`config.mk`:
```
export PLATFORM = sky130hd
export DESIGN_NAME = arf_flags
export DESIGN_NICKNAME = d
export VERILOG_FILES = /design/src/hw/arf_pkg.sv /design/src/hw/arf_flags.sv
export SDC_FILE = /design/constraint.sdc
export NUM_CORES = 1
export LEC_CHECK = 0
export BUFFER_PORTS_ARGS = -buffer_cell sky130_fd_sc_hd__buf_2
export CAP_MARGIN = 40
export CORE_ASPECT_RATIO = 0.7
export CORE_MARGIN = 2
export CORE_UTILIZATION = 55
export CTS_BUF_LIST = sky130_fd_sc_hd__clkbuf_2 sky130_fd_sc_hd__clkbuf_4 sky130_fd_sc_hd__clkbuf_8
export DETAILED_ROUTE_END_ITERATION = 16
export PLACE_DENSITY = 0.77
export SLEW_MARGIN = 10
export SYNTH_ARGS = -nofsm -noshare
export SYNTH_HDL_FRONTEND = slang
export SYNTH_SLANG_ARGS = --single-unit
```
`constraint.sdc`:
```
create_clock -name mclk_i -period 4.55 [get_ports mclk_i]
set_input_delay 0.455 -clock mclk_i [delete_from_list [all_inputs] [get_ports mclk_i]]
set_output_delay 0.455 -clock mclk_i [all_outputs]
set_load 0.05 [all_outputs]
```
`src/hw/arf_pkg.sv`:
```
// package for the converter result and status flag block
// assumes a single 100 MHz clock domain and an APB3 register bus
package arf_pkg;
   localparam int NCH = 8;
   localparam int DW = 10;
   localparam int CHW = 3;
   // ----------------------------------------
   // register byte offsets
   // ----------------------------------------
   localparam logic [11:0] OFS_CTRL = 12'h000;
   localparam logic [11:0] OFS_MODE = 12'h004;
   localparam logic [11:0] OFS_CHEN = 12'h010;
   localparam logic [11:0] OFS_CHDIS = 12'h014;
   localparam logic [11:0] OFS_CHSR = 12'h018;
   localparam logic [11:0] OFS_STAT = 12'h01c;
   localparam logic [11:0] OFS_LAST = 12'h020;
   localparam logic [11:0] OFS_IEN = 12'h024;
   localparam logic [11:0] OFS_ICLR = 12'h028;
   localparam logic [11:0] OFS_ISR = 12'h02c;
   localparam logic [11:0] OFS_ID = 12'h03c;
   localparam logic [11:0] OFS_RES0 = 12'h030;
   // ----------------------------------------
   // field positions
   // ----------------------------------------
   localparam int CTRL_START = 1;
   localparam int MODE_SLEEP = 5;
   localparam int ST_RESULT_READY_FLAG = 16;
   localparam int ST_GOVR = 17;
   localparam int ST_OVR = 8;
   localparam int LAST_CH = 12;
   localparam int IRQ_W = 2;
   localparam int IRQ_DONE = 0;
   localparam int IRQ_OVR = 1;
   // arbitrary identification value
   localparam logic [31:0] ID_VALUE = 32'h0000_a5c1;
   localparam logic [NCH-1:0] ZERO_CH = '0;

   typedef enum logic [1:0] {ARF_IDLE, ARF_BUSY, ARF_SLEEP} arf_mode_e;

   typedef struct packed {
      logic psel;
      logic penable;
      logic pwrite;
      logic [11:0] paddr;
      logic [31:0] pwdata;
   } arf_apb_req_s;

   typedef struct packed {
      logic valid;
      logic [CHW-1:0] ch;
      logic [DW-1:0] data;
   } arf_conv_s;

   typedef struct packed {
      arf_mode_e mode;
      logic sleep_sel;
      logic [NCH-1:0] ch_en;
      logic [NCH-1:0] eoc;
      logic [NCH-1:0] ovr;
      logic result_ready_flag;
      logic govr;
      logic [DW-1:0] last;
      logic [CHW-1:0] last_ch;
      logic [NCH-1:0][DW-1:0] res;
      logic [IRQ_W-1:0] ist;
      logic [IRQ_W-1:0] ien;
      logic [31:0] prdata;
   } arf_state_s;
endpackage

```
`src/hw/arf_flags.sv`:
```
// converter result registers, completion, ready and overrun flags
// assumes the conversion core reports completions on the same clock
//
// What this block does
// - ready flag clears only on last-result read
// - completion stores both results, sets flags
// - result read clears that channel's completion
// - read clears only its own channel flag
// - completion with ready set raises general overrun
// - status read resets general overrun, set wins
// - completion with own flag set: channel overrun
// - status read resets channel overruns, set wins
// - ready rises only when data stored
// - idle sleep selection waits for next conversion
`timescale 1ns/1ns
module arf_flags
   import arf_pkg::*;
(
   input wire logic mclk_i,
   input wire logic reset_i,
   input wire logic psel_i,
   input wire logic penable_i,
   input wire logic pwrite_i,
   input wire logic [11:0] paddr_i,
   input wire logic [31:0] pwdata_i,
   output logic [31:0] prdata_o,
   output logic pready_o,
   output logic pslverr_o,
   input wire logic conv_valid_i,
   input wire logic [CHW-1:0] conv_ch_i,
   input wire logic [DW-1:0] conv_data_i,
   output logic conv_start_o,
   output logic sleep_o,
   output logic irq_o
);
   // ----------------------------------------
   // helpers
   // ----------------------------------------
   function automatic logic [NCH-1:0] onehot(input logic [CHW-1:0] c);
      logic [NCH-1:0] v;
      v = ZERO_CH;
      v[c] = 1'b1;
      return v;
   endfunction

   function automatic logic is_res(input logic [11:0] a);
      return a >= OFS_RES0 && a < OFS_RES0 + 12'(4 * NCH) && a[1:0] == 2'b00
         && a != OFS_ID;
   endfunction

   arf_state_s st;
   arf_state_s next_st;
   arf_apb_req_s rq;
   arf_conv_s cv;
   logic acc;
   logic rd;
   logic wr;
   logic mapped;
   logic [CHW-1:0] rch;
   logic done;
   logic [NCH-1:0] done_oh;

   assign rq = '{psel_i, penable_i, pwrite_i, paddr_i, pwdata_i};
   assign cv = '{conv_valid_i, conv_ch_i, conv_data_i};
   assign acc = rq.psel && rq.penable;
   assign rd = acc && !rq.pwrite;
   assign wr = acc && rq.pwrite;
   assign rch = CHW'((rq.paddr - OFS_RES0) >> 2);
   // a completion on a disabled channel stores nothing
   assign done = cv.valid && st.ch_en[cv.ch];
   assign done_oh = done ? onehot(cv.ch) : ZERO_CH;

   always_comb begin
      unique case (rq.paddr)
         OFS_CTRL, OFS_MODE, OFS_CHEN, OFS_CHDIS, OFS_CHSR, OFS_STAT,
         OFS_LAST, OFS_IEN, OFS_ICLR, OFS_ISR, OFS_ID: mapped = 1'b1;
         default: mapped = is_res(rq.paddr);
      endcase
   end

   // ----------------------------------------
   // next state
   // ----------------------------------------
   always_comb begin
      logic [NCH-1:0] eoc_clr;
      eoc_clr = ZERO_CH;
      next_st = st;
      conv_start_o = 1'b0;
      // clear terms first, set terms after so set wins
      if (rd && is_res(rq.paddr)) begin
         eoc_clr = onehot(rch);
      end
      if (rd && rq.paddr == OFS_LAST) begin
         eoc_clr = onehot(st.last_ch);
         next_st.result_ready_flag = 1'b0;
      end
      next_st.eoc = st.eoc & ~eoc_clr;
      if (rd && rq.paddr == OFS_STAT) begin
         next_st.ovr = ZERO_CH;
         next_st.govr = 1'b0;
      end
      if (wr) begin
         case (rq.paddr)
            OFS_CTRL: begin
               if (rq.pwdata[CTRL_START] && st.mode != ARF_BUSY) begin
                  conv_start_o = 1'b1;
                  next_st.mode = ARF_BUSY;
               end
            end
            OFS_MODE: next_st.sleep_sel = rq.pwdata[MODE_SLEEP];
            OFS_CHEN: next_st.ch_en = st.ch_en | rq.pwdata[NCH-1:0];
            OFS_CHDIS: next_st.ch_en = st.ch_en & ~rq.pwdata[NCH-1:0];
            OFS_IEN: next_st.ien = rq.pwdata[IRQ_W-1:0];
            OFS_ICLR: next_st.ist = st.ist & ~rq.pwdata[IRQ_W-1:0];
            default: ;
         endcase
      end
      // sleep is entered only at the end of a conversion, from idle or busy, never on selection alone
      if (cv.valid) begin
         next_st.mode = st.sleep_sel ? ARF_SLEEP : ARF_IDLE;
      end else if (!st.sleep_sel && st.mode == ARF_SLEEP) begin
         next_st.mode = ARF_IDLE;
      end
      if (done) begin
         next_st.res[cv.ch] = cv.data;
         next_st.last = cv.data;
         next_st.last_ch = cv.ch;
         next_st.eoc = next_st.eoc | done_oh;
         next_st.result_ready_flag = 1'b1;
         next_st.ist[IRQ_DONE] = 1'b1;
         if (st.eoc[cv.ch]) begin
            next_st.ovr[cv.ch] = 1'b1;
            next_st.ist[IRQ_OVR] = 1'b1;
         end
         if (st.result_ready_flag) begin
            next_st.govr = 1'b1;
            next_st.ist[IRQ_OVR] = 1'b1;
         end
      end
      next_st.prdata = '0;
      if (rq.psel && !rq.penable && !rq.pwrite) begin
         case (rq.paddr)
            OFS_MODE: next_st.prdata[MODE_SLEEP] = st.sleep_sel;
            OFS_CHSR: next_st.prdata[NCH-1:0] = st.ch_en;
            OFS_STAT: begin
               next_st.prdata[NCH-1:0] = st.eoc;
               next_st.prdata[ST_OVR +: NCH] = st.ovr;
               next_st.prdata[ST_RESULT_READY_FLAG] = st.result_ready_flag;
               next_st.prdata[ST_GOVR] = st.govr;
            end
            OFS_LAST: begin
               next_st.prdata[DW-1:0] = st.last;
               next_st.prdata[LAST_CH +: CHW] = st.last_ch;
            end
            OFS_IEN: next_st.prdata[IRQ_W-1:0] = st.ien;
            OFS_ISR: next_st.prdata[IRQ_W-1:0] = st.ist;
            OFS_ID: next_st.prdata = ID_VALUE;
            default: begin
               if (is_res(rq.paddr)) begin
                  next_st.prdata[DW-1:0] = st.res[rch];
               end
            end
         endcase
      end
   end

   always_ff @(posedge mclk_i) begin
      if (reset_i) begin
         st <= '0;
      end else begin
         st <= next_st;
      end
   end

   // ----------------------------------------
   // outputs
   // ----------------------------------------
   // read data is latched in setup, so access always ends in one cycle
   assign pready_o = 1'b1;
   assign pslverr_o = acc && !mapped;
   assign prdata_o = st.prdata;
   assign sleep_o = st.mode == ARF_SLEEP;
   assign irq_o = |(st.ist & st.ien);

   // ----------------------------------------
   // checks
   // ----------------------------------------
   a_result_ready_flag_res_read: assert property (
      @(posedge mclk_i) disable iff (reset_i)
      rd && is_res(rq.paddr) && !done && st.result_ready_flag |=> st.result_ready_flag)
      else $error("ready flag lost on channel result read");
   a_result_ready_flag_last_clr: assert property (
      @(posedge mclk_i) disable iff (reset_i)
      rd && rq.paddr == OFS_LAST && !done |=> !st.result_ready_flag)
      else $error("ready flag not cleared by last-result read");
   a_result_ready_flag_fall: assert property (
      @(posedge mclk_i) disable iff (reset_i)
      $fell(st.result_ready_flag) |-> $past(rd && rq.paddr == OFS_LAST))
      else $error("ready flag fell without last-result read");
   a_done_stores: assert property (
      @(posedge mclk_i) disable iff (reset_i)
      done |=> st.result_ready_flag && st.eoc[$past(cv.ch)]
      && st.last == $past(cv.data))
      else $error("completion not stored");
   a_res_stored: assert property (
      @(posedge mclk_i) disable iff (reset_i)
      done |=> st.res[$past(cv.ch)] == $past(cv.data))
      else $error("channel result not stored");
   a_last_ch_stored: assert property (
      @(posedge mclk_i) disable iff (reset_i)
      done |=> st.last_ch == $past(cv.ch))
      else $error("last-result channel not stored");
   a_ist_done: assert property (
      @(posedge mclk_i) disable iff (reset_i)
      done |=> st.ist[IRQ_DONE])
      else $error("completion event not latched");
   a_res_read_clr: assert property (
      @(posedge mclk_i) disable iff (reset_i)
      rd && is_res(rq.paddr) && !(done && cv.ch == rch)
      |=> !st.eoc[$past(rch)])
      else $error("completion flag not cleared by result read");
   a_last_read_clr: assert property (
      @(posedge mclk_i) disable iff (reset_i)
      rd && rq.paddr == OFS_LAST && !(done && cv.ch == st.last_ch)
      |=> !st.eoc[$past(st.last_ch)])
      else $error("completion flag not cleared by last-result read");
   a_eoc_hold: assert property (
      @(posedge mclk_i) disable iff (reset_i)
      (($past(st.eoc) & ~st.eoc) != ZERO_CH) |-> $past(rd))
      else $error("completion flag fell without a read");
   a_other_eoc_kept: assert property (
      @(posedge mclk_i) disable iff (reset_i)
      rd && is_res(rq.paddr) && done && cv.ch != rch
      |=> st.eoc[$past(cv.ch)])
      else $error("other channel completion flag lost");
   a_res_other_kept: assert property (
      @(posedge mclk_i) disable iff (reset_i)
      rd && is_res(rq.paddr) && !done
      |=> (st.eoc & ~onehot($past(rch))) == ($past(st.eoc) & ~onehot($past(rch))))
      else $error("result read touched another completion flag");
   a_govr_set: assert property (
      @(posedge mclk_i) disable iff (reset_i)
      done && st.result_ready_flag |=> st.govr)
      else $error("general overrun missed");
   a_govr_cause: assert property (
      @(posedge mclk_i) disable iff (reset_i)
      $rose(st.govr) |-> $past(done && st.result_ready_flag))
      else $error("general overrun raised without cause");
   a_ist_ovr: assert property (
      @(posedge mclk_i) disable iff (reset_i)
      done && (st.result_ready_flag || st.eoc[cv.ch]) |=> st.ist[IRQ_OVR])
      else $error("overrun event not latched");
   a_govr_clr: assert property (
      @(posedge mclk_i) disable iff (reset_i)
      rd && rq.paddr == OFS_STAT && !(done && st.result_ready_flag) |=> !st.govr)
      else $error("general overrun not reset by status read");
   a_govr_set_wins: assert property (
      @(posedge mclk_i) disable iff (reset_i)
      rd && rq.paddr == OFS_STAT && done && st.result_ready_flag |=> st.govr)
      else $error("general overrun lost to status read");
   a_govr_fall: assert property (
      @(posedge mclk_i) disable iff (reset_i)
      $fell(st.govr) |-> $past(rd && rq.paddr == OFS_STAT))
      else $error("general overrun fell without status read");
   a_ovr_set: assert property (
      @(posedge mclk_i) disable iff (reset_i)
      done && st.eoc[cv.ch] |=> st.ovr[$past(cv.ch)])
      else $error("channel overrun missed");
   a_ovr_cause: assert property (
      @(posedge mclk_i) disable iff (reset_i)
      ((st.ovr & ~$past(st.ovr)) != ZERO_CH) |-> $past(done))
      else $error("channel overrun raised without completion");
   a_ovr_clr: assert property (
      @(posedge mclk_i) disable iff (reset_i)
      rd && rq.paddr == OFS_STAT && !(done && st.eoc[cv.ch])
      |=> st.ovr == ZERO_CH)
      else $error("channel overrun not reset by status read");
   a_ovr_set_wins: assert property (
      @(posedge mclk_i) disable iff (reset_i)
      rd && rq.paddr == OFS_STAT && done && st.eoc[cv.ch]
      |=> st.ovr[$past(cv.ch)])
      else $error("channel overrun lost to status read");
   a_ovr_fall: assert property (
      @(posedge mclk_i) disable iff (reset_i)
      ((~st.ovr & $past(st.ovr)) != ZERO_CH)
      |-> $past(rd && rq.paddr == OFS_STAT))
      else $error("channel overrun fell without status read");
   a_result_ready_flag_cause: assert property (
      @(posedge mclk_i) disable iff (reset_i)
      !st.result_ready_flag ##1 st.result_ready_flag |-> $past(done))
      else $error("ready flag raised without stored data");
   a_disabled_quiet: assert property (
      @(posedge mclk_i) disable iff (reset_i)
      cv.valid && !st.ch_en[cv.ch]
      |=> st.last == $past(st.last) && st.last_ch == $past(st.last_ch))
      else $error("disabled channel completion stored data");
   a_sleep_wait: assert property (
      @(posedge mclk_i) disable iff (reset_i)
      !sleep_o ##1 sleep_o |-> $past(cv.valid, 1))
      else $error("sleep entered without a completion");
   a_idle_no_sleep: assert property (
      @(posedge mclk_i) disable iff (reset_i)
      st.mode == ARF_IDLE && !cv.valid |=> !sleep_o)
      else $error("sleep entered straight from idle");
   a_sleep_hold: assert property (
      @(posedge mclk_i) disable iff (reset_i)
      sleep_o && st.sleep_sel && !conv_start_o |=> sleep_o)
      else $error("sleep left while still selected");
endmodule

```
# Word level (Yosys, flattened, before mapping)

Cells that the tools add are included.
W data, S select, Z words.

Bits in registers: 158
Bits of input ports: 63
Output and inout port bits: 37
Word-level logic and storage cells: 148

Add/subtract/negate cells: 1
$lt $le $gt $ge: 8
Equal/unequal tests: 13
Mux-type cells: 50
Bitwise gates (word level): 11
Reductions and logical operators: 43

Operators with widths:

| cell                  | count |
|---|---|
| $mux W113             | 1 |
| $bwmux W80            | 1 |
| $eq A12 B6 Y1 const B | 5 |
| $eq A12 B5 Y1 const B | 4 |
| $mux W8               | 5 |
| $bmux W10 S3          | 1 |
| $demux W10 S3         | 1 |
| $mux W10              | 3 |
| $or A8 B8 Y8          | 3 |
| $logic_and A1 B1 Y1   | 18 |
| $and A8 B8 Y8         | 2 |
| $not A8 Y8            | 2 |
| $pmux W8 S2           | 1 |
| $mux W1               | 15 |
| $mux W2               | 7 |
| $pmux W2 S7           | 1 |
| $eq A12 B3 Y1 const B | 1 |
| $ge A12 B6 Y1 const B | 1 |
| $logic_not A12 Y1     | 1 |
| $lt A12 B7 Y1 const B | 1 |
| $lt A3 B4 Y1 const B  | 3 |
| $ne A12 B6 Y1 const B | 1 |
| $pmux W3 S4           | 1 |
| $mux W11              | 1 |
| 26 further kinds      | 46 |

# Depth between registers and ports, before layout

Depth after elaboration: 11
Gate-level depth with buffers: 7
Gate-level depth less buffers: 5

# Worst setup path after synthesis

Ideal clock, no wire load.

Path kind: input to output
Start point: input port paddr_i[2]
End point: output port pslverr_o
Arrival: 2.872 ns
Required time: 4.095 ns
Setup slack: 1.223 ns
Stages: 5
Path buffers: 2
Path through: clkbuf_1 > buf_1 > nor2_1 > a31oi_1 > nor4bb_1

Longest elaborated chain between the ends: 7
Elaborated cells between the ends (all ways): 21
Classes of those cells: order compare (2); eq/ne (11); mux (1); reduce/logical (7)

Ends and longest elaborated chain:

| item                                                  | line             | RTL |
|---|---|---|
| start, declared                                       | arf_flags.sv:24  | `input wire logic [11:0] paddr_i,` |
| $ge A12 B6 Y1 / $lt A12 B7 Y1 (equally long branches) | arf_flags.sv:47  | `return a >= OFS_RES0 && a < OFS_RES0 + 12'(4 * NCH) && a[1:0] == 2'b00` |
| $logic_and A1 B1 Y1 (2 in series)                     | arf_flags.sv:47  |  |
| $logic_and A1 B1 Y1                                   | arf_flags.sv:48  | `&& a != OFS_ID;` |
| $mux W1 *                                             | arf_flags.sv:74  | `unique case (rq.paddr)` |
| $logic_not A1 Y1 *                                    | arf_flags.sv:180 | `assign pslverr_o = acc && !mapped;` |
| $logic_and A1 B1 Y1 *                                 | arf_flags.sv:180 |  |
| end, declared                                         | arf_flags.sv:28  | `output logic pslverr_o,` |

Mark *: on every way between the ends. The rest lies on a longest branch, timed or not.

# Final worst setup path

Same ends and word-level chain as after synthesis.

==> out/results.txt <==
Synth Flop Type -> dfxtp_1
final-report setup violation count -> 0
DRC viols -> 0
fmax -> 311 MHz
Final #Nets -> 830
Hold Buf Count CTS -> 0
First-pass DRT Iterations -> 7
Crit path required time -> 4.09 ns
GPL Wtd Cong -> 0.960
worst vdd ir -> 0.000300 V
worst reg2reg path depth -> 6
post-synth top area cell -> dfxtp_1
hold crit path type -> input pin to register
Synth area leaders -> dfxtp_1 (42%), mux2i_1 (8.5%), nand2_1 (6.8%), mux4_2 (6.3%), a21oi_1 (5.0%)
DIE HEIGHT -> 97.3 um
Worst Setup End Kind -> output port
htree depth -> 4
# rows -> 34
slowest cell delay on critical path -> 0.55 ns
starting density of the core -> 55.7%
CTS Buf Count -> 17
Slew Limit Fails -> 0
pwr dens -> 334 nW/um^2
drt total wl -> 18600 um
vias per cell -> 6.12
leak pwr -> 3.03 nW
post-synth top area share -> 42.1%
initial antenna violation count -> 0
DR vias -> 5767
fin crit share -> 70.7%
status -> finished clean
Netlist cell types -> 60
# clock sinks -> 144
ANT nets after route -> 0
Antenna Cells -> 0
Clock transition at path regs -> 0.08 ns
Setup Buffers After CTS -> 0
hold slack -> 0.284 ns
Wirelength per Cell -> 19.8 um
MaxCap Viol Count -> 0
initial DRC count -> 653
commonest cells after routing, fill and taps aside -> dfxtp_1 (144), nand2_1 (124), a21oi_1 (68), nor2_1 (67), buf_2 (59)
Fin Setup TNS -> 0 ns
Core ar. -> 12300 um^2
measured slew at the worst slew-check pin -> 0.946 ns
commonest non-fill, non-tap cell in the layout -> dfxtp_1
final hold vios -> 0
CP Max Fanout -> 30
filler cell count -> 1055
count of input and output buffers -> 60
hold-critical path depth -> 3
All-Layer GR Usage -> 28.5%
Synth async-reset ratio -> 0%
Synth Warn # -> 0
GRT overflow -> 0
Syn Area/Cell -> 9.04 um^2
final critical-path required period -> 3.22 ns
Worst Setup SP -> paddr_i[2]
Post-synth EDFFs -> 0
share of cells above drive strength 1 -> 19.2%
Setup CP Type -> input pin to output port
Die X-Extent -> 137 um
largest net degree at the start of global routing -> 66
Buf+Inv Stages, Crit Path -> 2
Slew HR -> 36.4%
RSZ-0062 raised after global routing -> false
CTS tree -> yes
sequential share of the synthesized area -> 42.1%
Critical Path Source Type -> input pin
Top Ports -> 100
Worst-Skew Late Latency -> 0.44 ns
CP dominant cell by count -> buf_2
Yosys reg bits -> 144
cells after synthesis -> 757
CTS Buffer Depth -> 2
Crit path depth -> 6
post-CTS resize count -> 0
CP top delay family -> simple AND/OR/NAND/NOR gates
first-pass GRT wire length -> 28800 um
Slowest-stage cell, CP -> buf_2
min-delay src -> pwdata_i[5]
final clock skew -> 0.0135 ns
dpl hpwl -> 12700 um
CP Cell Sequence -> buf_2 -> nand4bb_1 -> and4b_1 -> o211a_1 -> nor4bb_1 -> buf_2
Cell Area, Synth -> 6840 um^2
WP data arrival -> 2.76 ns
die area -> 13400 um^2
number of global-route vias before repair -> 5374
P&R area growth vs syn -> 8.14%
Root Buffer -> clkbuf_8
## final timing paths
path,slack (ns),end
min,0.28,st[155]$_SDFFE_PP0P_
max,1.33,pslverr_o
min reg2reg,0.46,register
max reg2reg,2.57,st[124]$_SDFFE_PP0P_
## cell families (layout without fill, tap and decap cells)
kind of cell | after synthesis | count (layout) | synth area share (%)
flops | 144 | 144 | 42.1
xor+xnor | 1 | 1 | 0.128
compound gates | 135 | 135 | 13.0
simple gates | 287 | 287 | 20.1
mux | 90 | 90 | 16.9
buf+inv | 98 | 108 | 7.61
other cells | 2 | 15 | 0.110
## report_power, final
group	internal, mW	switching, mW
registers	1.26	0.0000124
clock network	0.528	0.522
logic	0.0393	0.122
total	1.83	0.644
## final cells by class
class | instances | area, um^2 | share of cell area [%]
Clock buffer | 19 | 262 | 3.53
Clock inverter | 13 | 153 | 2.06
Inverter | 9 | 33.8 | 0.457
Multi-Input combinational cell | 528 | 3490 | 47.1
Sequential cell | 144 | 2880 | 39.0
Tap cell | 162 | 203 | 2.74
Timing Repair Buffer | 67 | 378 | 5.11
## stage by stage
step	instances	instance area (um^2)	utilization [%]	setup slack [ns]	power, mW
after detailed placement	910	6990	56.8	1.37	1.45
after global routing	942	7400	60.2	1.18	2.54
after global placement	907	6940	56.5	1.38	1.44
after CTS	942	7400	60.2	1.38	2.47
final	942	7400	60.2	1.33	2.47
after floorplan	770	6890	-	1.22	1.41
## synth_stat cells, drive strengths merged, types with 6 or more instances
library cell and number:
nand3b 7, clkbuf 40, nor2 68, mux2 13
mux4 19, o21ai 13, and3 9, nand2b 12
inv 9, a21oi 69, nand2 127, nand3 23
dfxtp 144, nor2b 9, nor3 6, buf 49
a22o 10, a221oi 9, mux2i 58
## layer usage
layer	wire [um]	track usage, %	vias up
met2	8080	40.4	301
met1	8250	42.2	2809
met3	1970	6.73	32
li1	-	-	2625
met4	340	9.83	0
met5	0	0	-
## tightest hold or removal path, cell delays in order
cell	delay, ns
buf_2	0.09
mux2i_1	0.06
nor2_1	0.08
(Power assumes the default switching activity.)
